$ cat config.mk
export PLATFORM = sky130hd
export DESIGN_NAME = ufc_top
export DESIGN_NICKNAME = d
export VERILOG_FILES = /design/src/logic/ufc_pkg.sv /design/src/logic/ufc_fifo_if.sv /design/src/logic/ufc_top.sv /design/src/logic/ufc_fifo.sv /design/src/logic/ufc_apb.sv
export VERILOG_INCLUDE_DIRS = /design/src /design/src/logic
export SDC_FILE = /design/constraint.sdc
export NUM_CORES = 1
export LEC_CHECK = 0
export ABC_AREA = 1
export ABC_CLOCK_PERIOD_IN_PS = 2620
export BUFFER_PORTS_ARGS = -buffer_cell sky130_fd_sc_hd__buf_4
export CORE_MARGIN = 2
export CORE_UTILIZATION = 35
export CTS_CLUSTER_DIAMETER = 150
export DETAILED_ROUTE_END_ITERATION = 10
export GPL_TIMING_DRIVEN = 1
export HOLD_SLACK_MARGIN = 0.12
export PLACE_DENSITY = 0.58
export SLEW_MARGIN = 10
export SYNTH_ARGS = -nofsm -noshare
export SYNTH_HDL_FRONTEND = slang
export SYNTH_SLANG_ARGS = --single-unit
export TNS_END_PERCENT = 1
$ cat constraint.sdc
create_clock -name pclk -period 2.62 [get_ports pclk]
set_input_delay 0.131 -clock pclk [delete_from_list [all_inputs] [get_ports pclk]]
set_output_delay 0.131 -clock pclk [all_outputs]
set_load 0.005 [all_outputs]
$ cat src/logic/ufc_defines.svh
// Purpose: constants for the uart fifo, interrupt and dma control block
// Assumes: one clock, 32-bit apb register access, 16-entry fifos
// Notes: offsets are byte addresses, one aligned word each
`ifndef UFC_DEFINES_SVH
`define UFC_DEFINES_SVH
`define UFC_DEPTH      5'h10
`define UFC_OFF_DATA   12'h000
`define UFC_OFF_IE     12'h004
`define UFC_OFF_FC     12'h008
`define UFC_OFF_IS     12'h00C
`define UFC_OFF_LS     12'h010
`define UFC_IE_RST     3'h0
`define UFC_TRIG_RST   2'h0
`define UFC_FC_EN      0
`define UFC_FC_RXCLR   1
`define UFC_FC_TXCLR   2
`define UFC_FC_DMA     3
`define UFC_FC_TRIG    6
`define UFC_TRIG_1     5'h01
`define UFC_TRIG_4     5'h04
`define UFC_TRIG_8     5'h08
`define UFC_TRIG_14    5'h0E
`define UFC_IS_NONE    4'h1
`define UFC_IS_LS      4'h6
`define UFC_IS_RX      4'h4
`define UFC_IS_TO      4'hC
`define UFC_IS_TX      4'h2
`endif

$ cat src/logic/ufc_pkg.sv
// Purpose: types shared by the uart fifo control block
// Assumes: constants live in ufc_defines.svh
// Notes: none
package ufc_pkg;
  typedef enum logic {UFC_DMA_SINGLE, UFC_DMA_BLOCK} ufc_dma_e;
  typedef enum logic {UFC_RXQ_IDLE, UFC_RXQ_HELD} ufc_rxq_e;
  typedef logic [7:0]  ufc_byte_t;
  typedef logic [4:0]  ufc_cnt_t;
  typedef logic [11:0] ufc_addr_t;
endpackage

$ cat src/logic/ufc_fifo_if.sv
// Purpose: signals between the control core and one byte fifo
// Assumes: same clock on both sides
// Notes: push beyond full and pop when empty are dropped
`timescale 1ns/1ps
`default_nettype none
interface ufc_fifo_if;
  import ufc_pkg::*;
  logic      push;
  ufc_byte_t wdata;
  logic      pop;
  logic      flush;
  ufc_byte_t rdata;
  ufc_cnt_t  count;
  modport store (input push, wdata, pop, flush, output rdata, count);
  modport user  (output push, wdata, pop, flush, input rdata, count);
endinterface
`default_nettype wire

$ cat src/logic/ufc_top.sv
// Purpose: uart fifo control, low interrupt enables and dma request pins
// Assumes: receiver, transmitter and timeout logic share pclk
// Notes: registers sit behind apb with one wait state
`timescale 1ns/1ps
`default_nettype none
`include "ufc_defines.svh"
module ufc_top
  import ufc_pkg::*;
(
  // clock, reset, enable
  input  wire logic        pclk,
  input  wire logic        presetn,
  input  wire logic        ce,
  // apb
  input  wire logic        psel,
  input  wire logic        penable,
  input  wire logic        pwrite,
  input  wire logic [11:0] paddr,
  input  wire logic [31:0] pwdata,
  output logic [31:0]      prdata,
  output logic             pready,
  output logic             pslverr,
  // receive shifter side
  input  wire logic        rx_push,
  input  wire logic [7:0]  rx_data,
  input  wire logic [2:0]  rx_err,
  input  wire logic        rx_timeout,
  // transmit shifter side
  input  wire logic        tx_take,
  input  wire logic        tx_shift_empty,
  output logic [7:0]       tx_data,
  output logic             tx_avail,
  // pins
  output logic             tx_dma_request_n,
  output logic             rx_dma_request_n,
  output logic             irq
);
  ufc_fifo_if rxq ();
  ufc_fifo_if txq ();

  logic [2:0]  interrupt_enable_r;
  logic        fifo_en_r;
  ufc_dma_e    dma_mode_r;
  logic [1:0]  trig_sel_r;
  logic [3:0]  err_r;
  logic        ls_pend_r;
  ufc_rxq_e    rxq_st_r;
  ufc_rxq_e    rxq_st_nxt;
  logic        wr_stb;
  logic        rd_stb;
  logic        map_ok;
  logic [31:0] rd_data;
  logic        wr_fc;
  logic        rx_flush;
  logic        tx_flush;
  logic        ls_rd;
  ufc_cnt_t    cap;
  ufc_cnt_t    trig;
  logic        rx_full;
  logic        tx_full;
  logic        at_trig;
  logic        data_ready;
  logic        tx_empty;
  logic        ls_int;
  logic        rx_int;
  logic        tx_int;
  logic        mode_blk;
  logic [7:0]  line_status;
  logic [7:0]  interrupt_status;
  logic [7:0]  fifo_control;

  // trigger code to byte count
  function automatic ufc_cnt_t trig_level(input logic [1:0] sel);
    case (sel)
      2'h0:    trig_level = `UFC_TRIG_1;
      2'h1:    trig_level = `UFC_TRIG_4;
      2'h2:    trig_level = `UFC_TRIG_8;
      default: trig_level = `UFC_TRIG_14;
    endcase
  endfunction

  // address match for one register
  function automatic logic hit(input ufc_addr_t a, input ufc_addr_t off);
    hit = (a == off);
  endfunction

  // bus slave timing
  ufc_apb u_apb (
    .pclk    (pclk),
    .presetn (presetn),
    .ce      (ce),
    .psel    (psel),
    .penable (penable),
    .pwrite  (pwrite),
    .pready  (pready),
    .prdata  (prdata),
    .pslverr (pslverr),
    .rd_data (rd_data),
    .map_ok  (map_ok),
    .wr_stb  (wr_stb),
    .rd_stb  (rd_stb)
  );

  // receive and transmit queues
  ufc_fifo u_rxq (
    .pclk    (pclk),
    .presetn (presetn),
    .ce      (ce),
    .q       (rxq)
  );

  ufc_fifo u_txq (
    .pclk    (pclk),
    .presetn (presetn),
    .ce      (ce),
    .q       (txq)
  );

  // address map
  assign map_ok = hit(paddr, `UFC_OFF_DATA) || hit(paddr, `UFC_OFF_IE) ||
                  hit(paddr, `UFC_OFF_FC) || hit(paddr, `UFC_OFF_IS) ||
                  hit(paddr, `UFC_OFF_LS);

  // write and read side effects
  assign wr_fc    = wr_stb && hit(paddr, `UFC_OFF_FC);
  assign rx_flush = wr_fc && pwdata[`UFC_FC_EN] &&
                    pwdata[`UFC_FC_RXCLR];
  assign tx_flush = wr_fc && pwdata[`UFC_FC_EN] &&
                    pwdata[`UFC_FC_TXCLR];
  assign ls_rd    = rd_stb && hit(paddr, `UFC_OFF_LS);

  // capacity: one holding slot without fifos, sixteen with them
  assign cap      = fifo_en_r ? `UFC_DEPTH : 5'h01;
  assign rx_full  = rxq.count >= cap;
  assign tx_full  = txq.count >= cap;
  assign trig     = trig_level(trig_sel_r);
  assign at_trig  = rxq.count >= trig;
  assign data_ready = rxq.count != 5'h00;
  assign tx_empty = txq.count == 5'h00;
  assign mode_blk = fifo_en_r && (dma_mode_r == UFC_DMA_BLOCK);

  // receive queue control, filling goes on past trigger
  assign rxq.push  = rx_push && !rx_full && !rx_flush;
  assign rxq.wdata = rx_data;
  assign rxq.pop   = rd_stb && hit(paddr, `UFC_OFF_DATA);
  assign rxq.flush = rx_flush;

  // transmit queue control
  assign txq.push  = wr_stb && hit(paddr, `UFC_OFF_DATA) && !tx_full &&
                     !tx_flush;
  assign txq.wdata = pwdata[7:0];
  assign txq.pop   = tx_take && tx_avail;
  assign txq.flush = tx_flush;

  // interrupt enable, low three bits only
  always_ff @(posedge pclk or negedge presetn) begin
    if (!presetn) begin
      interrupt_enable_r <= `UFC_IE_RST;
    end else if (ce && wr_stb && hit(paddr, `UFC_OFF_IE)) begin
      interrupt_enable_r <= pwdata[2:0];
    end
  end

  // fifo control: other bits taken only with enable set
  always_ff @(posedge pclk or negedge presetn) begin
    if (!presetn) begin
      fifo_en_r  <= 1'b0;
      dma_mode_r <= UFC_DMA_SINGLE;
      trig_sel_r <= `UFC_TRIG_RST;
    end else if (ce && wr_fc) begin
      fifo_en_r <= pwdata[`UFC_FC_EN];
      if (pwdata[`UFC_FC_EN]) begin
        dma_mode_r <= pwdata[`UFC_FC_DMA] ? UFC_DMA_BLOCK : UFC_DMA_SINGLE;
        trig_sel_r <= pwdata[`UFC_FC_TRIG+1:`UFC_FC_TRIG];
      end
    end
  end

  // receive error flags, a new error beats the read that clears
  always_ff @(posedge pclk or negedge presetn) begin
    if (!presetn) begin
      err_r <= 4'h0;
    end else if (ce) begin
      err_r <= (ls_rd ? 4'h0 : err_r) |
               {rx_push ? rx_err : 3'h0, rx_push && rx_full};
    end
  end

  // arrival event for line status interrupt, set wins over read
  always_ff @(posedge pclk or negedge presetn) begin
    if (!presetn) begin
      ls_pend_r <= 1'b0;
    end else if (ce) begin
      ls_pend_r <= (ls_pend_r && !ls_rd) || rxq.push;
    end
  end

  // interrupt sources
  assign ls_int = interrupt_enable_r[2] && ls_pend_r;
  assign tx_int = interrupt_enable_r[1] && tx_empty;
  assign rx_int = interrupt_enable_r[0] &&
                  (fifo_en_r ? (at_trig || rx_timeout)
                             : data_ready);

  // status views
  assign line_status = {fifo_en_r && (err_r != 4'h0),
                        tx_empty && tx_shift_empty,
                        tx_empty,
                        err_r,
                        data_ready};
  assign fifo_control = {trig_sel_r, 2'h0, dma_mode_r == UFC_DMA_BLOCK,
                         2'h0, fifo_en_r};

  // interrupt status, highest pending source
  always_comb begin
    interrupt_status = {{2{fifo_en_r}}, 2'h0, `UFC_IS_NONE};
    if (ls_int) begin
      interrupt_status[3:0] = `UFC_IS_LS;
    end else if (rx_int) begin
      interrupt_status[3:0] = (fifo_en_r && !at_trig) ?
                              `UFC_IS_TO : `UFC_IS_RX;
    end else if (tx_int) begin
      interrupt_status[3:0] = `UFC_IS_TX;
    end
  end

  // read data mux
  always_comb begin
    rd_data = 32'h0000_0000;
    if (hit(paddr, `UFC_OFF_DATA)) rd_data[7:0] = rxq.rdata;
    if (hit(paddr, `UFC_OFF_IE)) rd_data[2:0] = interrupt_enable_r;
    if (hit(paddr, `UFC_OFF_FC)) rd_data[7:0] = fifo_control;
    if (hit(paddr, `UFC_OFF_IS)) rd_data[7:0] = interrupt_status;
    if (hit(paddr, `UFC_OFF_LS)) rd_data[7:0] = line_status;
  end

  // block mode receive request state
  always_comb begin
    rxq_st_nxt = rxq_st_r;
    case (rxq_st_r)
      UFC_RXQ_IDLE: begin
        if (at_trig || rx_timeout) rxq_st_nxt = UFC_RXQ_HELD;
      end
      UFC_RXQ_HELD: begin
        if (!data_ready) rxq_st_nxt = UFC_RXQ_IDLE;
      end
      default: rxq_st_nxt = UFC_RXQ_IDLE;
    endcase
  end

  always_ff @(posedge pclk or negedge presetn) begin
    if (!presetn) begin
      rxq_st_r <= UFC_RXQ_IDLE;
    end else if (ce) begin
      rxq_st_r <= rxq_st_nxt;
    end
  end

  // registered pins and interrupt
  always_ff @(posedge pclk or negedge presetn) begin
    if (!presetn) begin
      tx_dma_request_n <= 1'b0;
      rx_dma_request_n <= 1'b1;
      irq              <= 1'b0;
    end else if (ce) begin
      tx_dma_request_n <= mode_blk ? (txq.count == `UFC_DEPTH)
                                   : !tx_empty;
      rx_dma_request_n <= mode_blk ? (rxq_st_nxt != UFC_RXQ_HELD)
                                   : !data_ready;
      irq              <= ls_int || rx_int || tx_int;
    end
  end

  // head byte to transmit shifter, gap of one cycle after each take
  always_ff @(posedge pclk or negedge presetn) begin
    if (!presetn) begin
      tx_data  <= 8'h00;
      tx_avail <= 1'b0;
    end else if (ce) begin
      tx_data  <= txq.rdata;
      tx_avail <= !tx_empty && !txq.pop && !tx_flush;
    end
  end
endmodule
`default_nettype wire

$ cat src/logic/ufc_fifo.sv
// Purpose: 16-entry byte fifo held in flip-flops
// Assumes: flush has priority over push and pop
// Notes: rdata shows the head entry
`timescale 1ns/1ps
`default_nettype none
`include "ufc_defines.svh"
module ufc_fifo
  import ufc_pkg::*;
(
  // clock and reset
  input  wire logic pclk,
  input  wire logic presetn,
  input  wire logic ce,
  // queue port
  ufc_fifo_if.store q
);
  ufc_byte_t  mem_r [0:`UFC_DEPTH-1];
  logic [3:0] wp_r;
  logic [3:0] rp_r;
  ufc_cnt_t   cnt_r;
  logic       do_push;
  logic       do_pop;

  // accept only what fits or exists
  assign do_push = q.push && (cnt_r != `UFC_DEPTH);
  assign do_pop  = q.pop && (cnt_r != 5'h00);

  // storage, addressed by the write index
  always_ff @(posedge pclk) begin
    if (ce && do_push && !q.flush) begin
      mem_r[wp_r] <= q.wdata;
    end
  end

  // pointers and fill count
  always_ff @(posedge pclk or negedge presetn) begin
    if (!presetn) begin
      wp_r  <= 4'h0;
      rp_r  <= 4'h0;
      cnt_r <= 5'h00;
    end else if (ce) begin
      if (q.flush) begin
        wp_r  <= 4'h0;
        rp_r  <= 4'h0;
        cnt_r <= 5'h00;
      end else begin
        if (do_push) wp_r <= wp_r + 4'h1;
        if (do_pop) rp_r <= rp_r + 4'h1;
        cnt_r <= cnt_r + {4'h0, do_push} - {4'h0, do_pop};
      end
    end
  end

  assign q.rdata = mem_r[rp_r];
  assign q.count = cnt_r;
endmodule
`default_nettype wire

$ cat src/logic/ufc_apb.sv
// Purpose: apb slave timing for the control registers
// Assumes: one wait state, answer in the second access cycle
// Notes: unmapped addresses answer with pslverr and zero data
`timescale 1ns/1ps
`default_nettype none
module ufc_apb (
  // clock and reset
  input  wire logic        pclk,
  input  wire logic        presetn,
  input  wire logic        ce,
  // bus
  input  wire logic        psel,
  input  wire logic        penable,
  input  wire logic        pwrite,
  output logic             pready,
  output logic [31:0]      prdata,
  output logic             pslverr,
  // core side
  input  wire logic [31:0] rd_data,
  input  wire logic        map_ok,
  output logic             wr_stb,
  output logic             rd_stb
);
  logic first;

  // first access cycle captures the answer
  assign first = psel && penable && !pready;

  always_ff @(posedge pclk or negedge presetn) begin
    if (!presetn) begin
      pready  <= 1'b0;
      prdata  <= 32'h0000_0000;
      pslverr <= 1'b0;
    end else if (ce) begin
      pready  <= first;
      pslverr <= first && !map_ok;
      if (first) prdata <= (!pwrite && map_ok) ? rd_data : 32'h0000_0000;
    end
  end

  // completion strobes, at the edge that samples pready high
  assign wr_stb = ce && psel && penable && pready && pwrite && map_ok;
  assign rd_stb = ce && psel && penable && pready && !pwrite && map_ok;
endmodule
`default_nettype wire

==> reports/metrics.csv, run 1 <==
metric;value;unit
CTS root buffer;clkbuf_16;
Seq/Total Area, Yosys;0.6415;
worst hold path type;input port to flip-flop;
pwr dens;828.9;nW/µm²
maximum clock frequency;400.8;MHz
Worst EP arrival;2720;ps
Compound-Gate Fraction of Synth Area;0.08823;
TritonCTS Buffers;36;
Synth Register Bits;317;
reg2reg end;u_rxq.mem_r[4][4];
# nets final;1632;
Die Wd;206.6;µm
GRT Residual Overflow;0;
clock buffer depth;3;
top cell type's share of synthesized area;0.5351;
First DRT Iteration DRCs;684;
startpoint types;flip-flop;
Via Count;10177;
Die Y;206.6;µm
Slew HR;0.4631;
worst hold stages;4;
Slew Limit Fails;0;
r2r startpoint;fifo_en_r;
worst-path maximum fanout;8;
I/O Buffers;62;
DRC;0;
Synth Cell Area;14370;µm²
unique cell type count in the Yosys netlist;43;
Placement Rows;74;
worst skew pair latency;540;ps
mean post-synth cell area;10.66;µm²
Setup CP Type;flip-flop to flip-flop;
vias in the first global route;9852;
CP peak stage delay;390;ps
largest net degree at the start of global routing;73;
simple-gate share of the synthesized area;0.1715;
GP Congestion;0.8656;
hold path startpoint;ce;
fin crit share;0.9524;
# fillers;3809;
RSZ-0062 raised after global routing;yes;
slowest cell on the critical path;dfrtp_1;
r2r setup slk;120;ps
Tot GR Track Use;0.1710;
global-route wire length before repair;55940;µm
Total Power;14.63;mW
Hold Fails Final Rpt;0;
top area cells in the synthesized netlist;edfxtp_1 54%, dfrtp_1 10%, nand2_1 6.5%;
Starting Density;0.3534;
initial antenna violation count;0;
EDFF count, synth;256;
Synth Warn #;0;
Placed Area;15930;µm²
Synth Flop Type;edfxtp_1;
Post-Route Skew;25.36;ps
final setup fails;0;
Crit path max-delay family;simple AND/OR/NAND/NOR gates;
CP required;2840;ps
Hold WS;184.9;ps
maxcap violations;0;
share of cells above drive strength 1;0.1841;
top cells by count, synth;256 x edfxtp_1, 249 x nand2_1, 193 x nor2_1;
Lkg Pwr;7.180;nW
multiplexer share of the synthesized area;0.001394;
via/cell ratio;4.867;
Worst setup EP type;flip-flop;
post-synth top area cell;edfxtp_1;
clock slew at reported path FFs;60;ps
HPWL after detailed placement;23700;µm
DRT Pass-1 Iters;5;
largest family of logic cells by synthesized area;simple AND/OR/NAND/NOR gates;
Layout area overhead;22.86;%
FF-to-FF path depth;13;
full die area;42680;µm²
post-synthesis adder-cell area fraction;0.03240;
worst path bufs/invs;3;
H-tree depth;2;
status;finished, final reports clean;
number of clock sinks;317;
TritonCTS clock tree;built;
most frequent cell after synthesis;edfxtp_1;
final wirelength;35860;µm
I/O pin count;111;
Antenna Cells;0;
Final min period;2495;ps
Avg WL per Cell;17.15;µm
Worst-Margin Slew;805.3;ps
core box area;40650;µm²
xor and xnor area share after synthesis;0.008536;
cell area after layout;17650;µm²
Hold Path End;tx_data[5];
highest ir drop seen on vdd;0.5942;mV
synthesized instance count;1347;
ys async rst share;0.1924;
critical-path cell list;inv_2, ha_1, nand3_1, nand4_1, a21oi_2, nand2_1, nor2_1, nand2_4, buf_4, nor2_4, nand2_1, nor2_1, buf_4;
antenna viol nets, final;0;
[flip-flops by register name, summed over array words and instances (netlist names), 5 cells and up]
signal,cells
u_txq.mem_r,128
u_txq.q.count,5
u_rxq.q.count,5
u_rxq.mem_r,128
tx_data,8
u_apb.prdata,8
[cells in the final DEF (no fill, tap or decap), drive strengths merged, types with 34 or more instances in the layout]
cell type,count
buf,168
nand3,73
o21ai,139
dfrtp,60
edfxtp,256
nand2,264
o22ai,47
a21oi,36
inv,96
ha,34
clkbuf,50
nor2,203
[final cells by class]
class                      instances  area (µm²)  share of cell area
timing repair buffer             202        1674             0.09485
tap                              532       665.6             0.03771
multi-input combinational        875        4523              0.2563
clock buffer                      50       993.5             0.05629
clock inverter                    16       195.2             0.01106
inverter                          99       380.4             0.02155
sequential                       317        9218              0.5223
[cells by family after synthesis]
group	Yosys count
and+or+nand+nor	564
DFF	317
AOI/OAI and AO/OA	235
buffers and inverters	178
adders and majority gates	36
xor gates and xnor gates	14
muxes	2
other	1
[worst max path at each step]
stage | start | endpoint | slack, ps | cells past startpoint
finish | fifo_en_r | u_rxq.mem_r[4][4] | 120 | 13
global route | paddr[3] | u_rxq.q.count[4] | -60 | 18
CTS | u_rxq.q.count[3] | u_rxq.q.count[4] | 3 | 13
detailed placement | paddr[9] | u_rxq.q.count[4] | -100 | 18
global placement | paddr[7] | u_rxq.q.count[4] | -80 | 18
floorplan | u_rxq.q.count[3] | u_rxq.q.count[4] | 6 | 13
[report_power, final]
part	leakage [nW]	internal, mW	total, mW	switching, mW
sequential	3.04	5.72	5.92	0.199
combinational	3.56	1.43	3.71	2.28
clock	0.576	2.98	5.01	2.03
total	7.18	10.1	14.6	4.51
[per-stage QoR]
step             util  TNS, ps  setup WS [ps]  instances
2_1_floorplan       -        0          5.884       1370
3_5_place_dp   0.3919   -151.0         -104.8       1982
5_1_grt        0.4342    -2514         -61.88       2091
4_1_cts        0.4295        0          2.877       2082
6_report       0.4342        0          124.7       2091
3_3_place_gp   0.3919   -80.44         -80.44       1982
[worst register-to-register path, delay by kind of cell, from the launching register on]
| family | cells | cell delay (ps) |
|---|---|---|
| AOI/OAI and AO/OA | 1 | 170 |
| adders and majority gates | 1 | 240 |
| buffers and inverters | 3 | 470 |
| DFF | 1 | 390 |
| and+or+nand+nor | 8 | 920 |
[repair_timing]
action / in CTS / in global routing
pin swaps: 0 / 14
hold buffers: 34 / 0
buffers inserted: 0 / 10
hold endpoints to repair: 347 / 0
setup endpoints to repair: 6 / 133
gates resized for setup: 3 / 33
[routing by layer]
layer,GRT usage,part of all wire,up-vias
li1,-,-,4962
met1,0.2415,0.46,4891
met2,0.2733,0.47,272
met3,0.02716,0.054,52
met4,0.04898,0.021,0
met5,0,0,-
Power figures use the tool's default switching activity.
==> inputs of run 2 (changes only) <==
==> constraint.sdc (replaced) <==
create_clock -name pclk -period 2.62 [get_ports pclk]
set_input_delay 0.393 -clock pclk [delete_from_list [all_inputs] [get_ports pclk]]
set_output_delay 0.393 -clock pclk [all_outputs]
set_load 0.005 [all_outputs]
==> reports/metrics.csv, run 2 (synthesis gave the netlist of run 1 again) <==
metric;value;unit;change
status;finished, final reports clean;;unchanged
DRC;0;;unchanged
Antenna Cells;0;;unchanged
Starting Density;0.3534;;unchanged
Post-Route Skew;22.89;ps;was 25.36 ps
via/cell ratio;4.897;;was 4.867
final setup fails;0;;unchanged
maxcap violations;0;;unchanged
worst setup margin;109.2;ps;was 124.7 ps
clock slew at reported path FFs;60;ps;about the same
Avg WL per Cell;17.64;µm;was 17.15 µm
Worst EP arrival;2760;ps;was 2720 ps
CTS root buffer;clkbuf_16;;unchanged
DRT Pass-1 Iters;5;;unchanged
clock buffer depth;3;;unchanged
RSZ-0062 raised after global routing;yes;;unchanged
fin crit share;0.9583;;was 0.9524
post-layout util;0.4245;;was 0.4342
I/O pin count;111;;unchanged
placed cell count;1985;;was 1982
I/O Buffers;62;;unchanged
r2r startpoint;fifo_en_r;;unchanged
global-route wire length before repair;55780;µm;was 55940 µm
# fillers;3815;;was 3809
Worst-Margin Slew;814.7;ps;was 805.3 ps
critical-path cell list;inv_2, ha_1, nand3_1, nand4_1, a21oi_2, nand2_1, nor2_2, nand2_4, buf_4, nor2_4, nand2_1, nor2_1, buf_4;;was inv_2, ha_1, nand3_1, nand4_1, a21oi_2, nand2_1, nor2_1, nand2_4, buf_4, nor2_4, nand2_1, nor2_1, buf_4
crit path to;u_rxq.mem_r[4][6];;was u_rxq.mem_r[4][4]
Levels on crit path;13;;unchanged
final wirelength;36370;µm;was 35860 µm
number of clock sinks;317;;unchanged
GP Congestion;0.8372;;was 0.8656
slowest cell on the critical path;dfrtp_1;;unchanged
full die area;42680;µm²;unchanged
Setup CP Type;flip-flop to flip-flop;;unchanged
CP peak stage delay;400;ps;was 390 ps
Layout area overhead;20.12;%;was 22.86%
multi-input logic area;4507;µm²;was 4523 µm²
TritonCTS Buffers;35;;was 36
highest ir drop seen on vdd;0.5177;mV;was 0.5942 mV
worst hold path type;input port to flip-flop;;unchanged
Crit path max-delay family;simple AND/OR/NAND/NOR gates;;unchanged
# nets final;1605;;was 1632
worst path bufs/invs;3;;unchanged
worst-path maximum fanout;8;;unchanged
H-tree depth;2;;unchanged
First DRT Iteration DRCs;681;;was 684
startpoint types;flip-flop;;unchanged
storage element area;9218;µm²;unchanged
commonest non-fill, non-tap cell in the layout;edfxtp_1;;unchanged
Die Y;206.6;µm;unchanged
Placement Rows;74;;unchanged
Worst setup startpoint;fifo_en_r;;unchanged
r2r setup slk;110;ps;was 120 ps
Die Wd;206.6;µm;unchanged
Non-Filler Instances;2062;;was 2091
commonest cells after routing, fill and taps aside;256 x edfxtp_1, 246 x nand2_1, 187 x nor2_1;;was 256 x edfxtp_1, 246 x nand2_1, 188 x nor2_1
Slew HR;0.4568;;was 0.4631
GRT Residual Overflow;0;;unchanged
pwr dens;833.3;nW/µm²;was 828.9 nW/µm²
worst skew pair latency;550;ps;was 540 ps
Via Count;10098;;was 10177
TritonCTS clock tree;built;;unchanged
Worst setup EP type;flip-flop;;unchanged
FF-to-FF path depth;13;;unchanged
reg2reg end;u_rxq.mem_r[4][6];;was u_rxq.mem_r[4][4]
largest net degree at the start of global routing;73;;unchanged
vias in the first global route;9768;;was 9852
Final min period;2511;ps;was 2495 ps
Hold Fails Final Rpt;0;;unchanged
initial antenna violation count;0;;unchanged
Slew Limit Fails;0;;unchanged
maximum clock frequency;398.3;MHz;was 400.8 MHz
antenna viol nets, final;0;;unchanged
Place WS;-282.8;ps;was -104.8 ps
CP required;2870;ps;was 2840 ps
HPWL after detailed placement;23940;µm;was 23700 µm
Tot GR Track Use;0.1713;;was 0.1710
share of cells above drive strength 1;0.1856;;was 0.1841
Lkg Pwr;7.010;nW;was 7.180 nW
core box area;40650;µm²;unchanged
Regs by FF count;u_rxq.mem_r (128), u_txq.mem_r (128);;unchanged
worst hold stages;3;;was 4
run 2: changes by cell type in the layout (fill, tap and decap cells not counted), sizes merged:
cell and delta:
buf +1, bufinv -1, clkbuf -3, clkinvlp -1, dlygate4sd3 -26, dlymetal6s4s -1
inv +2
run 2: layout make-up:
cell class	instances	area share
Clock buffer	47	0.05518
Tap cell	532	0.03858
Timing Repair Buffer	176	0.08114
Clock inverter	16	0.008194
Multi-Input combinational cell	875	0.2612
Sequential cell	317	0.5342
Inverter	99	0.02154
run 2: worst register-to-register path: stages (launching register included):
cell and delay (ps):
dfrtp_1 400, inv_2 110, ha_1 240, nand3_1 80, nand4_1 100, a21oi_2 170
nand2_1 110, nor2_2 140, nand2_4 60, buf_4 150, nor2_4 150, nand2_1 150
nor2_1 130, buf_4 200
run 2: layer usage:
metal,track usage,up-vias,wire (µm)
li1,-,4905,-
met1,0.2371,4871,16770
met2,0.2758,268,16980
met3,0.03014,54,1801
met4,0.05153,0,820
met5,0,-,0
run 2: metrics by stage:
stage	hold slack (ps)	area (µm²)	TNS (ps)	total power, mW
CTS	127.9	17170	0	14.37
finish	150.6	17260	0	14.38
global route	148.4	17260	-815.8	15.14
global placement	459.7	15970	-1806	9.527
detailed placement	457.9	15970	-2321	9.573
floorplan	97.41	14470	0	8.192
run 2: worst min-delay path by stage:
stage                           startpoint               end
after floorplan                    presetn        dma_mode_r
after global placement    rx_dma_request_n  rx_dma_request_n
after detailed placement  rx_dma_request_n  rx_dma_request_n
after CTS                          rx_push          err_r[0]
after global routing               rx_push          err_r[0]
final                              rx_push          err_r[0]
run 2: power breakdown:
group / leakage [nW] / total, mW / internal [mW] / switching, mW
logic: 3.43 / 3.66 / 1.44 / 2.23
registers: 3.04 / 5.97 / 5.71 / 0.251
clock network: 0.534 / 4.75 / 2.76 / 1.99
total: 7.01 / 14.4 / 9.91 / 4.46
run 2: repair_timing:
item,in CTS,in global routing
setup buffers,3,4
pin swaps,1,10
endpoints found under the setup margin,130,131
hold buffers,7,0
hold endpoints to repair,63,0
resized for setup,7,20
==> inputs of run 3 (changes only) <==
- CORE_UTILIZATION: 35 -> 45
- PLACE_DENSITY: 0.58 -> 0.7
==> reports/metrics.csv, run 3 (synthesis gave the netlist of run 1 again) <==
metric;value;unit;change
status;finished, final reports clean;;unchanged
Die Wd;182.7;µm;was 206.6 µm
DRC;0;;unchanged
Final min period;2524;ps;was 2511 ps
largest net degree at the start of global routing;66;;was 73
Worst-Margin Slew;830.0;ps;was 814.7 ps
worst-path maximum fanout;7;;was 8
CTS root buffer;clkbuf_16;;unchanged
clock buffer depth;3;;unchanged
Crit path max-delay family;simple AND/OR/NAND/NOR gates;;unchanged
vias in the first global route;9975;;was 9768
worst hold path type;input port to flip-flop;;unchanged
TritonCTS Buffers;34;;was 35
core box area;31470;µm²;was 40650 µm²
Worst setup EP type;flip-flop;;unchanged
fin crit share;0.9632;;was 0.9583
Hold Fails Final Rpt;0;;unchanged
post-layout util;0.5412;;was 0.4245
critical-path cell list;inv_2, ha_1, nand3_1, nand4_1, a21oi_2, nand2_2, nor2_2, nand2_4, buf_4, nor2_4, nand2_2, nor2_2, buf_4;;was inv_2, ha_1, nand3_1, nand4_1, a21oi_2, nand2_1, nor2_2, nand2_4, buf_4, nor2_4, nand2_1, nor2_1, buf_4
TritonCTS clock tree;built;;unchanged
Lkg Pwr;6.974;nW;was 7.010 nW
Die Y;182.7;µm;was 206.6 µm
H-tree depth;2;;unchanged
Hold WS;156.5;ps;was 150.6 ps
Starting Density;0.4564;;was 0.3534
Layout area overhead;18.58;%;was 20.12%
I/O pin count;111;;unchanged
GRT Residual Overflow;0;;unchanged
number of clock sinks;317;;unchanged
multi-input logic area;4544;µm²;was 4507 µm²
CP peak stage delay;390;ps;was 400 ps
GP Congestion;0.8943;;was 0.8372
commonest non-fill, non-tap cell in the layout;edfxtp_1;;unchanged
CP required;2840;ps;was 2870 ps
full die area;33370;µm²;was 42680 µm²
startpoint types;flip-flop;;unchanged
storage element area;9218;µm²;unchanged
maxcap violations;0;;unchanged
pwr dens;828.6;nW/µm²;was 833.3 nW/µm²
# nets final;1601;;was 1605
global-route wire length before repair;53790;µm;was 55780 µm
Post-Route Skew;14.15;ps;was 22.89 ps
antenna viol nets, final;0;;unchanged
Worst EP arrival;2740;ps;was 2760 ps
RSZ-0062 raised after global routing;yes;;unchanged
Placement Rows;65;;was 74
Via Count;10280;;was 10098
via/cell ratio;5.335;;was 4.897
share of cells above drive strength 1;0.1875;;was 0.1856
First DRT Iteration DRCs;913;;was 681
Slew Limit Fails;0;;unchanged
# fillers;2665;;was 3815
Setup CP Type;flip-flop to flip-flop;;unchanged
Total Power;14.11;mW;was 14.38 mW
Slew HR;0.4467;;was 0.4568
Avg WL per Cell;17.86;µm;was 17.64 µm
final setup fails;0;;unchanged
Regs by FF count;u_rxq.mem_r (128), u_txq.mem_r (128);;unchanged
I/O Buffers;62;;unchanged
worst path bufs/invs;3;;unchanged
commonest cells after routing, fill and taps aside;256 x edfxtp_1, 241 x nand2_1, 186 x nor2_1;;was 256 x edfxtp_1, 246 x nand2_1, 187 x nor2_1
worst skew pair latency;520;ps;was 550 ps
slowest cell on the critical path;dfrtp_1;;unchanged
Antenna Cells;0;;unchanged
Tot GR Track Use;0.2070;;was 0.1713
DRT Pass-1 Iters;6;;was 5
final wirelength;34410;µm;was 36370 µm
r2r setup slk;100;ps;was 110 ps
initial antenna violation count;0;;unchanged
maximum clock frequency;396.3;MHz;was 398.3 MHz
clock slew at reported path FFs;60;ps;about the same
highest ir drop seen on vdd;0.6181;mV;was 0.5177 mV
HPWL after detailed placement;22690;µm;was 23940 µm
## run 3: cell count changes in the layout (fill, tap and decap cells not counted), moves of 3 or more
cell and change:
inv_1 -3, nand2_2 +5, inv_2 +3, nand2_1 -5
## run 3: layout make-up
class,count,share of cell area
inverter,99,0.02182
multi-input combinational,875,0.2668
sequential,317,0.5411
clock inverter,14,0.007713
tap,402,0.02953
clock buffer,47,0.05340
timing repair buffer,173,0.07962
## run 3: worst paths after layout
check	from	end	depth (start not counted)
hold / removal	rx_push	err_r[3]	3
min in group asynchronous	presetn	tx_data[0]	2
setup / recovery	fifo_en_r	u_rxq.mem_r[15][2]	13
max in group asynchronous	presetn	u_rxq.rp_r[0]	2
setup reg to reg	fifo_en_r	u_rxq.mem_r[15][2]	13
hold reg to reg	rx_dma_request_n	rx_dma_request_n	2
## run 3: metal layers
layer  vias to the layer above  wire length (µm)  track usage
met4                         0              1046      0.07355
met3                        72              2157      0.03153
met2                       387             16370       0.3363
met1                      4940             14840       0.2844
met5                         -                 0            0
li1                       4881                 -            -
## run 3: worst min-delay path, delay by kind of cell
family	cells	cell delay, ps
simple gates	2	130
buf+inv	1	120
## run 3: report_power, final
part	internal, mW	switching, mW
Combinational	1.43	2.25
Sequential	5.72	0.218
Clock	2.56	1.94
Total	9.70	4.41
## run 3: through the flow
stage / worst slack, ps / std cells / setup TNS, ps / area, µm²
after floorplan: 1.112 / 1370 / 0 / 14470
after global placement: -318.8 / 1854 / -1512 / 15780
after detailed placement: -406.8 / 1854 / -4449 / 15780
after CTS: 9.807 / 1921 / 0 / 16890
after global routing: -63.66 / 1927 / -610.9 / 17030
final: 96.37 / 1927 / 0 / 17030
## run 3: repair_timing
action / 4_1_cts / 5_1_grt
hold buffers: 5 / 0
setup endpoints to repair: 129 / 131
gates resized for setup: 4 / 32
buffers inserted: 1 / 6
pin swaps: 1 / 14
hold endpoints to repair: 64 / 0
